===== config.mk =====
export PLATFORM = sky130hd
export DESIGN_NAME = ata_pwr_cmd
export DESIGN_NICKNAME = d
export VERILOG_FILES = /design/src/rtl/stby_timer_decode.v /design/src/rtl/err_log_counter.v /design/src/rtl/ata_pwr_cmd.v
export VERILOG_INCLUDE_DIRS = /design/src /design/src/rtl
export SDC_FILE = /design/constraint.sdc
export NUM_CORES = 1
export LEC_CHECK = 0
export ABC_AREA = 1
export BUFFER_PORTS_ARGS = -buffer_cell sky130_fd_sc_hd__buf_2
export CAP_MARGIN = 20
export CORE_MARGIN = 2
export CORE_UTILIZATION = 30
export DETAILED_ROUTE_END_ITERATION = 6
export PLACE_DENSITY_LB_ADDON = 0.08
export SLEW_MARGIN = 20
export SYNTH_ARGS = -nofsm -noshare
export SYNTH_HDL_FRONTEND = slang
export SYNTH_SLANG_ARGS = --single-unit

===== constraint.sdc =====
create_clock -name mclk -period 2.3 [get_ports mclk]
set_clock_uncertainty 0.1 [all_clocks]
set_input_delay 0.46 -clock mclk [delete_from_list [all_inputs] [get_ports mclk]]
set_output_delay 0.46 -clock mclk [all_outputs]
set_load 0.01 [all_outputs]

===== src/rtl/ata_pwr_consts.vh =====
// constants for the power, dma and monitoring command block
`ifndef ATA_PWR_CONSTS_VH
`define ATA_PWR_CONSTS_VH
// opcodes
`define OP_SLEEP_A      8'h99
`define OP_SLEEP_B      8'hE6
`define OP_STBY_A       8'h96
`define OP_STBY_B       8'hE2
`define OP_STBYI_A      8'h94
`define OP_STBYI_B      8'hE0
`define OP_IDLE_A       8'h97
`define OP_IDLE_B       8'hE3
`define OP_IDLEI_A      8'h95
`define OP_IDLEI_B      8'hE1
`define OP_RDMA_A       8'hC8
`define OP_RDMA_B       8'hC9
`define OP_WDMA_A       8'hCA
`define OP_WDMA_B       8'hCB
`define OP_MON          8'hB0
// monitoring subcommands and signature
`define MON_CYL_LO      8'h4F
`define MON_CYL_HI      8'hC2
`define MON_BAD_LO      8'hF4
`define MON_BAD_HI      8'h2C
`define MON_F_ENABLE    8'hD8
`define MON_F_DISABLE   8'hD9
`define MON_F_STATUS    8'hDA
`define MON_F_AUTOSAVE  8'hD2
`define MON_F_SAVE      8'hD3
`define MON_F_OFFLINE   8'hDB
`define MON_F_OFFL_IMM  8'hD4
`define MON_F_RDLOG     8'hD5
`define MON_F_WRLOG     8'hD6
`define AUTOSAVE_ON     8'hF1
`define AUTOSAVE_OFF    8'h00
// identify word 82 feature bit
`define ID82_MON_BIT    0
// standby timer decode, in 5 s ticks
`define TMR_MAX_LIN     8'hF0
`define TMR_21M         8'hFC
`define TMR_30M_ALT     8'hFD
`define TICKS_30M       12'h168
`define TICKS_21M       12'h0FC
`define TICKS_21M15     12'h0FF
// timing
`define CLK_HZ          50000000
`define TICK_SEC        5
`define TICK_CYCLES     (`CLK_HZ * `TICK_SEC)
// error logs
`define LOG_SUMMARY     5
`define LOG_FULL        255
`endif


===== src/rtl/stby_timer_decode.v =====
// standby timer setting decode to count of five-second ticks
`timescale 1ns/1ps
`include "ata_pwr_consts.vh"
module stby_timer_decode (
  input  wire [7:0]  sector_count_value, // setting from the host
  output reg  [11:0] ticks               // zero means disabled
);
  // the lower range is linear, the top of the byte is a few fixed periods
  always @* begin
    if (sector_count_value <= `TMR_MAX_LIN)
      ticks = {4'h0, sector_count_value};
    else if (sector_count_value == `TMR_21M)
      ticks = `TICKS_21M;
    else if (sector_count_value > `TMR_30M_ALT)
      ticks = `TICKS_21M15;
    else
      ticks = `TICKS_30M;
  end
endmodule


===== src/rtl/err_log_counter.v =====
// counters of logged errors for the summary and comprehensive logs
`timescale 1ns/1ps
`include "ata_pwr_consts.vh"
module err_log_counter (
  input  wire       mclk,      // clock
  input  wire       nrst,      // async reset, active low
  input  wire       err_evt,   // one error reported
  input  wire       log_en,    // logging allowed now
  output reg  [2:0] sum_cnt_q, // summary entries held
  output reg  [7:0] full_cnt_q // comprehensive entries held
);
  // both logs saturate; once a count is full, further errors are not counted
  always @(posedge mclk or negedge nrst) begin
    if (!nrst) begin
      sum_cnt_q  <= 3'h0;
      full_cnt_q <= 8'h00;
    end else if (err_evt && log_en) begin
      if (sum_cnt_q != `LOG_SUMMARY)
        sum_cnt_q <= sum_cnt_q + 3'h1;
      if (full_cnt_q != `LOG_FULL)
        full_cnt_q <= full_cnt_q + 8'h01;
    end
  end
endmodule


===== src/rtl/ata_pwr_cmd.v =====
// command handling for power, slave dma and reliability monitoring
//
// Contract
// - sleep: spin down, then clear busy, interrupt
// - leave sleep only through any reset
// - standby loads timer from sector count
// - timer setting decode to five-second ticks
// - timer disabled after power-on
// - standby immediate: interrupt may precede stop
// - raise dmarq only when ready
// - one interrupt per dma command
// - status read clears intrq
// - read dma error keeps failing address
// - write dma error keeps failing address
// - monitor subcommands decoded by features value
// - identify word 82 bit 0 set
// - any value at or below threshold flags
// - summary five, comprehensive 255 error entries
// - no error logging in standby or sleep
// - disabling monitor blocks only log reads; here every subcommand but enable aborts while disabled
// - save attributes on idle-imm, stby-imm, sleep
// - save attributes before timer standby entry
// - monitoring disabled from factory and reset
// - timer expiry moves device into standby
// - bad signature or feature aborts command
`timescale 1ns/1ps
`include "ata_pwr_consts.vh"
module ata_pwr_cmd #(
  parameter TICK_CYC = `TICK_CYCLES      // cycles per five-second tick
) (
  input  wire        mclk,               // 50 MHz clock
  input  wire        nrst,               // async reset, active low
  input  wire        soft_rst,           // software reset from host, pulse
  input  wire        cmd_wr,             // command register written, pulse
  input  wire [7:0]  cmd_code,           // opcode
  input  wire [7:0]  features,           // features register
  input  wire [7:0]  sector_count_value, // sector count register
  input  wire [7:0]  cyl_lo_in,          // cylinder low register
  input  wire [7:0]  cyl_hi_in,          // cylinder high register
  input  wire        status_rd,          // status register read, pulse
  input  wire        spin_stopped,       // spindle at rest, pin level
  input  wire        media_ready,        // data path ready for dma, pin
  input  wire        xfer_done,          // last sector moved, pulse
  input  wire        xfer_err,           // sector failed, pulse
  input  wire [7:0]  err_sector,         // failing sector number
  input  wire [7:0]  err_cyl_lo,         // failing cylinder low
  input  wire [7:0]  err_cyl_hi,         // failing cylinder high
  input  wire [3:0]  err_head,           // failing head
  input  wire        attr_fail,          // some attribute at or below limit
  input  wire        save_done,          // attribute save finished, pulse
  output reg         busy_q,             // busy status bit
  output reg         intrq_q,            // interrupt request
  output reg         dmarq_q,            // dma request
  output reg         abort_q,            // aborted command error
  output reg         spin_down_q,        // spindle stop request
  output reg         iface_off_q,        // interface inactive in sleep
  output reg         standby_q,          // in standby
  output reg         sleep_q,            // in sleep
  output reg         attr_save_q,        // attribute save request, pulse
  output reg         mon_en_q,           // monitoring enabled
  output reg         autosave_q,         // attribute autosave enabled
  output reg         log_rd_ok_q,        // log read delivered
  output reg         id82_mon_q,         // identify word 82 bit 0
  output reg [7:0]   tf_sector_q,        // sector number returned
  output reg [7:0]   tf_cyl_lo_q,        // cylinder low returned
  output reg [7:0]   tf_cyl_hi_q,        // cylinder high returned
  output reg [3:0]   tf_head_q,          // head returned
  output reg [2:0]   sum_cnt_q,          // summary log entries
  output reg [7:0]   full_cnt_q          // comprehensive log entries
);
  // sequencer states
  localparam [2:0] ST_IDLE  = 3'h0;
  localparam [2:0] ST_SPIN  = 3'h1;
  localparam [2:0] ST_DMA   = 3'h2;
  localparam [2:0] ST_SAVE  = 3'h3;
  localparam [2:0] ST_SLEEP = 3'h4;

  // opcode pair match, used for every two-code command
  function is_op;
    input [7:0] c;
    input [7:0] a;
    input [7:0] b;
    begin
      is_op = (c == a) || (c == b);
    end
  endfunction

  // two-flop synchronisers for pin levels; only the second stage is read
  wire [2:0] pin_raw = {attr_fail, media_ready, spin_stopped};
  wire [2:0] pin_s;
  genvar     g;
  generate
    for (g = 0; g < 3; g = g + 1) begin : g_sync
      reg [1:0] sync_q;
      always @(posedge mclk or negedge nrst) begin
        if (!nrst)
          sync_q <= 2'h0;
        else
          sync_q <= {sync_q[0], pin_raw[g]};
      end
      assign pin_s[g] = sync_q[1];
    end
  endgenerate
  wire       stop_s = pin_s[0];
  wire       rdy_s  = pin_s[1];
  wire       fail_s = pin_s[2];

  // command decode
  wire op_sleep = is_op(cmd_code, `OP_SLEEP_A, `OP_SLEEP_B);
  wire op_stby  = is_op(cmd_code, `OP_STBY_A, `OP_STBY_B);
  wire op_stbyi = is_op(cmd_code, `OP_STBYI_A, `OP_STBYI_B);
  wire op_idle  = is_op(cmd_code, `OP_IDLE_A, `OP_IDLE_B);
  wire op_idlei = is_op(cmd_code, `OP_IDLEI_A, `OP_IDLEI_B);
  wire op_rdma  = is_op(cmd_code, `OP_RDMA_A, `OP_RDMA_B);
  wire op_wdma  = is_op(cmd_code, `OP_WDMA_A, `OP_WDMA_B);
  wire op_mon   = (cmd_code == `OP_MON);
  wire sig_ok   = (cyl_lo_in == `MON_CYL_LO) && (cyl_hi_in == `MON_CYL_HI);
  // subcommands known here; anything else is aborted
  wire f_known  = (features == `MON_F_ENABLE) || (features == `MON_F_DISABLE) ||
                  (features == `MON_F_STATUS) || (features == `MON_F_AUTOSAVE) ||
                  (features == `MON_F_SAVE) || (features == `MON_F_OFFLINE) ||
                  (features == `MON_F_OFFL_IMM) || (features == `MON_F_RDLOG) ||
                  (features == `MON_F_WRLOG);

  // sequencer state, pending timed standby and the timer itself
  reg  [2:0]  st_q;
  reg         dma_wr_q;
  reg         save_then_stby_q;
  reg  [11:0] tmr_set_q;
  reg  [11:0] tmr_cnt_q;
  reg  [27:0] pre_q;
  wire [11:0] dec_ticks;

  // sleep accepts nothing but a reset
  wire accept = cmd_wr && !busy_q && (st_q != ST_SLEEP);

  // decode is shared by the standby and idle commands
  stby_timer_decode u_dec (
    .sector_count_value (sector_count_value),
    .ticks              (dec_ticks)
  );

  // errors are reported on failed dma sectors; logging paused at low power
  err_log_counter u_log (
    .mclk       (mclk),
    .nrst       (nrst),
    .err_evt    (xfer_err && (st_q == ST_DMA)),
    .log_en     (!standby_q && !sleep_q),
    .sum_cnt_q  (sum_cnt_q),
    .full_cnt_q (full_cnt_q)
  );

  // prescaler and standby countdown, restarted by every accepted command
  wire tick    = (pre_q == TICK_CYC - 1);
  // expiry waits for an idle sequencer so a running command always wins
  wire tmr_exp = (tmr_set_q != 12'h000) && (tmr_cnt_q == 12'h000) && !standby_q &&
                 (st_q == ST_IDLE) && !cmd_wr;
  always @(posedge mclk or negedge nrst) begin
    if (!nrst) begin
      pre_q     <= 28'h0000000;
      tmr_set_q <= 12'h000;
      tmr_cnt_q <= 12'h000;
    end else if (accept) begin
      pre_q <= 28'h0000000;
      if (op_stby || op_idle) begin
        tmr_set_q <= dec_ticks;
        tmr_cnt_q <= dec_ticks;
      end else begin
        tmr_cnt_q <= tmr_set_q;
      end
    end else begin
      pre_q <= tick ? 28'h0000000 : pre_q + 28'h0000001;
      if (tick && tmr_cnt_q != 12'h000)
        tmr_cnt_q <= tmr_cnt_q - 12'h001;
    end
  end

  // main command sequencer
  always @(posedge mclk or negedge nrst) begin
    if (!nrst) begin
      st_q             <= ST_IDLE;
      busy_q           <= 1'b0;
      intrq_q          <= 1'b0;
      dmarq_q          <= 1'b0;
      abort_q          <= 1'b0;
      spin_down_q      <= 1'b0;
      iface_off_q      <= 1'b0;
      standby_q        <= 1'b0;
      sleep_q          <= 1'b0;
      attr_save_q      <= 1'b0;
      mon_en_q         <= 1'b0;
      autosave_q       <= 1'b0;
      log_rd_ok_q      <= 1'b0;
      id82_mon_q       <= 1'b0;
      dma_wr_q         <= 1'b0;
      save_then_stby_q <= 1'b0;
      tf_sector_q      <= 8'h00;
      tf_cyl_lo_q      <= 8'h00;
      tf_cyl_hi_q      <= 8'h00;
      tf_head_q        <= 4'h0;
    end else if (soft_rst) begin
      // software reset also wakes from sleep; monitor state is kept
      st_q        <= ST_IDLE;
      busy_q      <= 1'b0;
      intrq_q     <= 1'b0;
      dmarq_q     <= 1'b0;
      abort_q     <= 1'b0;
      spin_down_q <= 1'b0;
      iface_off_q <= 1'b0;
      sleep_q     <= 1'b0;
      standby_q   <= 1'b0;
      attr_save_q <= 1'b0;
    end else begin
      id82_mon_q  <= 1'b1;
      attr_save_q <= 1'b0;
      log_rd_ok_q <= 1'b0;
      // status read lowers the interrupt; a new raise this cycle wins
      if (status_rd)
        intrq_q <= 1'b0;
      case (st_q)
        ST_IDLE, ST_SAVE: begin
          if (accept) begin
            // a command during the save cancels the timed standby and still runs
            st_q             <= ST_IDLE;
            save_then_stby_q <= 1'b0;
            abort_q          <= 1'b0;
            if (op_sleep || op_stbyi) begin
              busy_q      <= 1'b1;
              spin_down_q <= 1'b1;
              attr_save_q <= mon_en_q;
              st_q        <= op_sleep ? ST_SPIN : ST_IDLE;
              if (op_stbyi) begin
                standby_q <= 1'b1;
                busy_q    <= 1'b0;
                intrq_q   <= 1'b1;
              end else begin
                sleep_q <= 1'b1;
              end
            end else if (op_stby) begin
              // the timer was loaded from the same count by the timer process
              spin_down_q <= 1'b1;
              standby_q   <= 1'b1;
              intrq_q     <= 1'b1;
            end else if (op_idle || op_idlei) begin
              spin_down_q <= 1'b0;
              standby_q   <= 1'b0;
              attr_save_q <= op_idlei && mon_en_q;
              intrq_q     <= 1'b1;
            end else if (op_rdma || op_wdma) begin
              // busy stays up through the data phase, where the task file is invalid
              busy_q      <= 1'b1;
              dma_wr_q    <= op_wdma;
              spin_down_q <= 1'b0;
              standby_q   <= 1'b0;
              st_q        <= ST_DMA;
            end else if (op_mon) begin
              intrq_q <= 1'b1;
              if (!sig_ok || !f_known) begin
                abort_q <= 1'b1;
              end else if (features == `MON_F_ENABLE) begin
                mon_en_q <= 1'b1;
              end else if (features == `MON_F_RDLOG) begin
                // log keeps filling while off; only delivery is blocked
                log_rd_ok_q <= mon_en_q;
                abort_q     <= !mon_en_q;
              end else if (!mon_en_q) begin
                abort_q <= 1'b1;
              end else if (features == `MON_F_DISABLE) begin
                mon_en_q <= 1'b0;
              end else if (features == `MON_F_STATUS) begin
                attr_save_q <= 1'b1;
                tf_cyl_lo_q <= fail_s ? `MON_BAD_LO : `MON_CYL_LO;
                tf_cyl_hi_q <= fail_s ? `MON_BAD_HI : `MON_CYL_HI;
              end else if (features == `MON_F_AUTOSAVE) begin
                if (sector_count_value == `AUTOSAVE_ON)
                  autosave_q <= 1'b1;
                else if (sector_count_value == `AUTOSAVE_OFF)
                  autosave_q <= 1'b0;
                else
                  abort_q <= 1'b1;
              end else if (features == `MON_F_SAVE) begin
                attr_save_q <= 1'b1;
              end
            end else begin
              intrq_q <= 1'b1;
            end
          end else if (st_q == ST_SAVE) begin
            // standby only once the attributes are safely stored
            // limitation: a save that never reports done postpones standby
            if (save_done) begin
              standby_q        <= save_then_stby_q;
              spin_down_q      <= save_then_stby_q;
              save_then_stby_q <= 1'b0;
              st_q             <= ST_IDLE;
            end
          end else if (tmr_exp) begin
            // save ahead of the timed spin down; standby follows save_done
            attr_save_q      <= 1'b1;
            save_then_stby_q <= 1'b1;
            st_q             <= ST_SAVE;
          end
        end
        ST_SPIN: begin
          // sleep: completion only once rotation has stopped
          if (stop_s) begin
            busy_q      <= 1'b0;
            intrq_q     <= 1'b1;
            iface_off_q <= 1'b1;
            st_q        <= ST_SLEEP;
          end
        end
        ST_DMA: begin
          // request tracks the synced ready; the host moves data only under it
          dmarq_q <= rdy_s;
          if (xfer_err) begin
            // hold where the failing sector sits, stop there
            tf_sector_q <= err_sector;
            tf_cyl_lo_q <= err_cyl_lo;
            tf_cyl_hi_q <= err_cyl_hi;
            tf_head_q   <= err_head;
            abort_q     <= 1'b1;
          end
          // one interrupt per command, clean end or failure alike
          if (xfer_err || xfer_done) begin
            dmarq_q <= 1'b0;
            busy_q  <= 1'b0;
            intrq_q <= 1'b1;
            st_q    <= ST_IDLE;
          end
        end
        ST_SLEEP: begin
          // only a reset leaves here
          st_q <= ST_SLEEP;
        end
        default: st_q <= ST_IDLE;
      endcase
    end
  end
endmodule


# Yosys cells after proc, flatten, opt, wreduce, memory -nomap -nowiden
# Cells that the tools add are included.
dict set report totals {
  output_inout_bits 52
  regBits 114
}
dict set report op_classes {
  reduce_logical 74
  n_lt_le_gt_ge 2
  eq_ne 63
  bitwise_logic 10
  addsub 4
  mux 153
}
# cell n
set ops {}
lappend ops {{8-bit two-way mux} 28}
lappend ops {{8-bit equality test (second input constant)} 27}
lappend ops {{1-bit two-way mux} 100}
lappend ops {{12-bit two-way mux} 5}
lappend ops {{28-bit two-way mux} 2}
lappend ops {{8-bit one-hot mux with 2 select lines} 2}
lappend ops {{2-bit != test (second input constant)} 15}
lappend ops {{28-bit by 1-bit adder with 28-bit output (second input constant)} 1}
lappend ops {{28-bit equality test (second input constant)} 1}
lappend ops {{12-bit nonzero test} 2}
lappend ops {{1-bit logical OR} 21}
lappend ops {{3-bit two-way mux} 7}
lappend ops {{3-bit != test (second input constant)} 6}
lappend ops {{2-bit nonzero test} 9}
lappend ops {{4-bit != test (second input constant)} 4}
lappend ops {{16-bit AND reduction} 1}
lappend ops {{4-bit AND reduction} 4}
lappend ops {{15-bit AND reduction} 1}
lappend ops {{1-bit logical AND} 12}
lappend ops {{12-bit zero test} 1}
lappend ops {{3-bit one-hot mux with 4 select lines} 1}
lappend ops {{3-bit nonzero test} 4}
lappend ops {{12-bit by 1-bit subtractor with 12-bit output (second input constant)} 1}
lappend ops {{5-bit != test (second input constant)} 2}
lappend ops {{other kinds (26)} 49}

# Logic depth before layout (Yosys ltp)
dict set report logic_depth {
  ltp_word 20
  depth_mapped 14
  depth_no_buf 13
}

# Cells and area by module
# From an unflattened synthesis, not the netlist that was laid out.
dict set report unflattened {
  hier_cells 909
  area_unflattened_um2 6794.0
}
# module instances seq_area_each_um2 cells_each area_per_inst_um2
set modules_own_cells {}
lappend modules_own_cells {ata_pwr_cmd 1 2577.5 796 5984.5}
lappend modules_own_cells {err_log_counter 1 275.3 81 661.9}
lappend modules_own_cells {stby_timer_decode 1 0.0 32 147.6}

# Worst setup path before layout
# OpenSTA, ideal clock, no wires.
dict set report synth_timing {
  kind {input to register}
  startpoint {in features[5]}
  endpoint {reg tf_cyl_hi_q[4]}
  arrival_ns 1.632
  cell_stages 13
  path_buffers 1
  slack_ns 0.451
  setup_time_ns 0.116
  path_cell_list {inv_1 > nand2_1 > nor2_4 > nand2_1 > nand2_2 > nor2_1 > a21oi_4 > nand3_2 > nand2_4 > nand2_4 > buf_12 > nand2_2 > nand2_1}
}
dict set report synth_between {
  elab_chain_len 13
  word_cells_on_any_way 25
}
# element line_no
set synth_lines {}
lappend synth_lines {{start, declared} ata_pwr_cmd.v:36} ;# input wire [7:0] features,
lappend synth_lines {{8-bit equality test (no source line)} --}
lappend synth_lines {{1-bit logical OR (8 in a row)} ata_pwr_cmd.v:119} ;# wire f_known = (features == `MON_F_ENABLE) || (features == `MON_F_DISABLE) ||
lappend synth_lines {{1-bit zero test} ata_pwr_cmd.v:258} ;# if (!sig_ok || !f_known) begin
lappend synth_lines {{1-bit logical OR} ata_pwr_cmd.v:258}
lappend synth_lines {{2-bit != test (no source line)} --}
lappend synth_lines {{15-bit AND reduction (no source line) (*)} --}
lappend synth_lines {{end signal, assigned} ata_pwr_cmd.v:273} ;# tf_cyl_hi_q <= fail_s ? `MON_BAD_HI : `MON_CYL_HI;
lappend synth_lines {{end signal, assigned} ata_pwr_cmd.v:319} ;# tf_cyl_hi_q <= err_cyl_hi;
lappend synth_lines {{end, declared} ata_pwr_cmd.v:66} ;# output reg [7:0] tf_cyl_hi_q,
# Mark *: on every way between the ends. The rest lies on a longest branch, timed or not.
# A chain may end at the register's enable or synchronous reset.

# Worst setup path in the final report
dict set report layout_timing {
  startpoint {reg tmr_cnt_q[0]}
  endpoint {reg st_q[0]}
}
dict set report layout_between {
  elab_chain_len 7
}
# element line_no
set layout_lines {}
lappend layout_lines {{start, declared} ata_pwr_cmd.v:130} ;# reg [11:0] tmr_cnt_q;
lappend layout_lines {{start signal, assigned} ata_pwr_cmd.v:167} ;# tmr_cnt_q <= dec_ticks;
lappend layout_lines {{start signal, assigned} ata_pwr_cmd.v:169} ;# tmr_cnt_q <= tmr_set_q;
lappend layout_lines {{start signal, assigned} ata_pwr_cmd.v:174} ;# tmr_cnt_q <= tmr_cnt_q - 12'h001;
lappend layout_lines {{12-bit zero test} ata_pwr_cmd.v:156} ;# wire tmr_exp = (tmr_set_q != 12'h000) && (tmr_cnt_q == 12'h000) && !standby_q &&
lappend layout_lines {{1-bit logical AND (3 in a row)} ata_pwr_cmd.v:156}
lappend layout_lines {{1-bit logical AND} ata_pwr_cmd.v:157} ;# (st_q == ST_IDLE) && !cmd_wr;
lappend layout_lines {{5-bit != test (no source line)} --}
lappend layout_lines {{4-bit AND reduction (no source line)} --}
lappend layout_lines {{end signal, assigned} ata_pwr_cmd.v:231} ;# st_q <= op_sleep ? ST_SPIN : ST_IDLE;
lappend layout_lines {{end, declared} ata_pwr_cmd.v:126} ;# reg [2:0] st_q;
# No other way between the ends.

==> impl_metrics.yaml <==
placement:
  routabilityCongestion: 0.816
  io_buffers: 130
  hpwl_mm: 13.2
  dp_slack_ns: 0.184
global_routing:
  grt_max_degree: 37
  grt_antenna_before_repair: 0
  grt_first_pass_wirelength_mm: 28.3
  grt_overflow: 0
  track_usage_pct: 15.7
  grt_pass1_vias: 5708
logic_synthesis:
  synthFlopType: "dfrtp_1"
  yosysWarnings: 0
  synth-edff-count: 0
  synth.net_count: 929
  syn_area_per_cell_sq_um: 7.72
  syn_inst: 845
  ys_ff_latch: 114
  synth_cell_type_count: 46
  syn-cell-area_sq_um: 6530
  ys_seq_area_share_pct: 43.7
  async_reset_ff_share_pct: 100
worst_setup_path:
  cp.arrival_ns: 2.22
  crit_path_start_kind: "flop"
  worstPathMaxFanout: 5
  reg2regPathDepth: 11
  crit_start: "tmr_cnt_q[0]$_DFFE_PN0P_"
  r2r_end: "st_q[0]$_DFFE_PN0P_"
  crit_path_end: "st_q[0]$_DFFE_PN0P_"
  regToRegStartpoint: "tmr_cnt_q[0]$_DFFE_PN0P_"
  required_ns: 2.49
  r2r_slack_ns: 0.26
  critPathMaxStageDelay_ns: 0.40
  cp-end-kind: "flop"
  slowest_stage: "dfrtp_1"
  critical_path_class: "reg2reg"
  path_cells: "inv_1, ha_1, inv_1, nor2_1, nand2_1, nor2_1, nand3b_1, nor2_2, o21ai_1, nand2_1, o21ai_0"
floorplan:
  fp-row-count: 53
  start_util_pct: 30.8
  dieArea_sq_um: 22900
  die_h_um: 151
  core_area_sq_um: 21200
  die_w_um: 151
  ios: 131
pwr:
  p_leak_uw: 0.00409
  p_total_uw: 8380
  ir_drop_mv: 0.512
  power-per-cell-area_nw_per_um2: 1010
route:
  ant_nets: 0
  wl_per_cell_um: 13.4
  wl_mm: 17.3
  detailroute.via_count: 5876
  first_iter_violations: 223
  vias_per_cell: 4.54
  drcViolationCount: 0
  first_pass_iters: 4
sta:
  relSlewSlack_pct: 63.4
  fmax_ghz: 0.491
  fin_setup_tns_ns: 0
  fin_ws_ns: 0.264
  setup_viol: 0
  drv_slew: 0
  holdWs_ns: 0.0461
  hold_viol: 0
  rsz0062_at_grt: "false"
  tightestPinTransition_ns: 0.544
  post-route-period-util_pct: 88.5
  period_needed_ns: 2.04
run_status:
  run_status: "completed"
min_path:
  hold_path.class: "in2reg"
cts:
  numCtsBuffers: 17
  cts_max_path_buffers: 2
  cts_sinks: 114
  cts_tree: "done"
  cts_setup_buffers: 0
  cts.reportedPaths.clkPinSlew_ns: 0.06
  insertion_delay_ns: 0.42
  htree_num_levels: 4
  cts-root-buf: "clkbuf_16"
finish:
  syn_to_final_growth_pct: 26.7
  antenna_cells: 0
  num-nets-final: 1089
  drive_gt1_share_pct: 26.4
flow_run:
  maxCapViolations: 0
==> through the flow <==
| step | utilization (%) | area (sq um) | std cells |
|---|---|---|---|
| floorplan | - | 6530 | 845 |
| global placement | 36.2 | 7660 | 1260 |
| detailed placement | 36.2 | 7660 | 1260 |
| CTS | 39.1 | 8270 | 1293 |
| global route | 39.1 | 8270 | 1293 |
| finish | 39.1 | 8270 | 1293 |
==> cells in the mapped netlist, drive strengths merged, types with 2 or more instances <==
master | n | area share (%)
nor3 | 25 | 2.2
nand3b | 6 | 0.69
nand2 | 233 | 15
inv | 102 | 5.9
nor2 | 118 | 8.4
a31oi | 3 | 0.29
nand4 | 18 | 1.8
buf | 13 | 1.4
or2 | 5 | 0.48
o21ai | 46 | 3.8
nor4 | 9 | 0.96
o211ai | 5 | 0.58
xor2 | 14 | 1.9
xnor2 | 7 | 0.94
ha | 5 | 0.96
and2 | 2 | 0.19
o22ai | 3 | 0.29
mux2 | 12 | 2.1
a21oi | 33 | 2.9
clkbuf | 2 | 0.12
dfrtp | 114 | 44
nor3b | 2 | 0.23
nand3 | 63 | 5.1
==> cells by family after synthesis <==
kind of cell / count (synthesis) / synth area share [%]
and+or+nand+nor: 482 / 34.8
buffers and inverters: 117 / 7.34
DFF: 114 / 43.7
AOI/OAI and AO/OA: 94 / 8.26
xor gates and xnor gates: 21 / 2.82
muxes: 12 / 2.07
adders and majority gates: 5 / 0.959
==> cells in the final DEF (no fill, tap or decap), drive strengths merged, types with 6 or more instances in the layout <==
master    count
nor3         25
nand2       233
nor4          9
nand4        18
a21oi        33
xor2         14
clkinvlp      6
nand3        63
buf         155
xnor2         7
o21ai        46
nor2        118
mux2         12
clkbuf       18
nand3b        6
inv         105
dfrtp       114
==> final cells by class <==
cell class / count / area (sq um)
timing repair buffer: 156 / 901
multi-input combinational: 614 / 3200
tap: 275 / 344
sequential: 114 / 2850
inverter: 102 / 383
fill: 2226 / 12900
clock buffer: 18 / 439
clock inverter: 14 / 154
==> report_power, final <==
group | switching [uW] | total (uW) | internal (uW)
sequential | 380 | 2910 | 2530
combinational | 1680 | 2830 | 1150
clock | 1010 | 2640 | 1630
total | 3070 | 8380 | 5310
==> registers in the layout, summed over array words and instances (netlist names), 3 cells and up <==
signal / flops
g_sync.sync_q: 6
u_log.sum_cnt_q: 3
st_q: 3
tf_head_q: 4
pre_q: 28
tf_sector_q: 8
tmr_cnt_q: 12
tf_cyl_lo_q: 8
u_log.full_cnt_q: 8
tmr_set_q: 12
tf_cyl_hi_q: 8
==> how the worst min path moves through the flow <==
stage	from	end	depth (start not counted)
2_1_floorplan	nrst	abort_q$_DFFE_PN0P_	0
3_5_place_dp	g_sync[0].sync_q[0]$_DFF_PN0_	g_sync[0].sync_q[1]$_DFF_PN0_	0
6_report	attr_fail	g_sync[2].sync_q[0]$_DFF_PN0_	1
5_1_grt	attr_fail	g_sync[2].sync_q[0]$_DFF_PN0_	1
3_3_place_gp	g_sync[0].sync_q[0]$_DFF_PN0_	g_sync[0].sync_q[1]$_DFF_PN0_	0
4_1_cts	attr_fail	g_sync[2].sync_q[0]$_DFF_PN0_	1
==> repair_timing <==
action	CTS	global route
resized for setup	0	1
setup endpoints to repair	0	2
hold buffers	1	0
hold endpoints to repair	30	0
==> layer usage <==
layer / wire length, um / up-vias / track usage (%)
li1: - / 3052 / -
met1: 8190 / 2695 / 20.7
met2: 8080 / 109 / 25.7
met3: 741 / 20 / 3.17
met4: 262 / 0 / 5.65
met5: 0 / - / 0
==> critical path, delay by kind of cell (launching register included) <==
family          cells  cell delay (ns)
compound gates      2             0.21
fa+ha+maj           1             0.19
buf+inv             2             0.16
flops               1             0.40
simple gates        6             0.85
(Power assumes the default switching activity.)
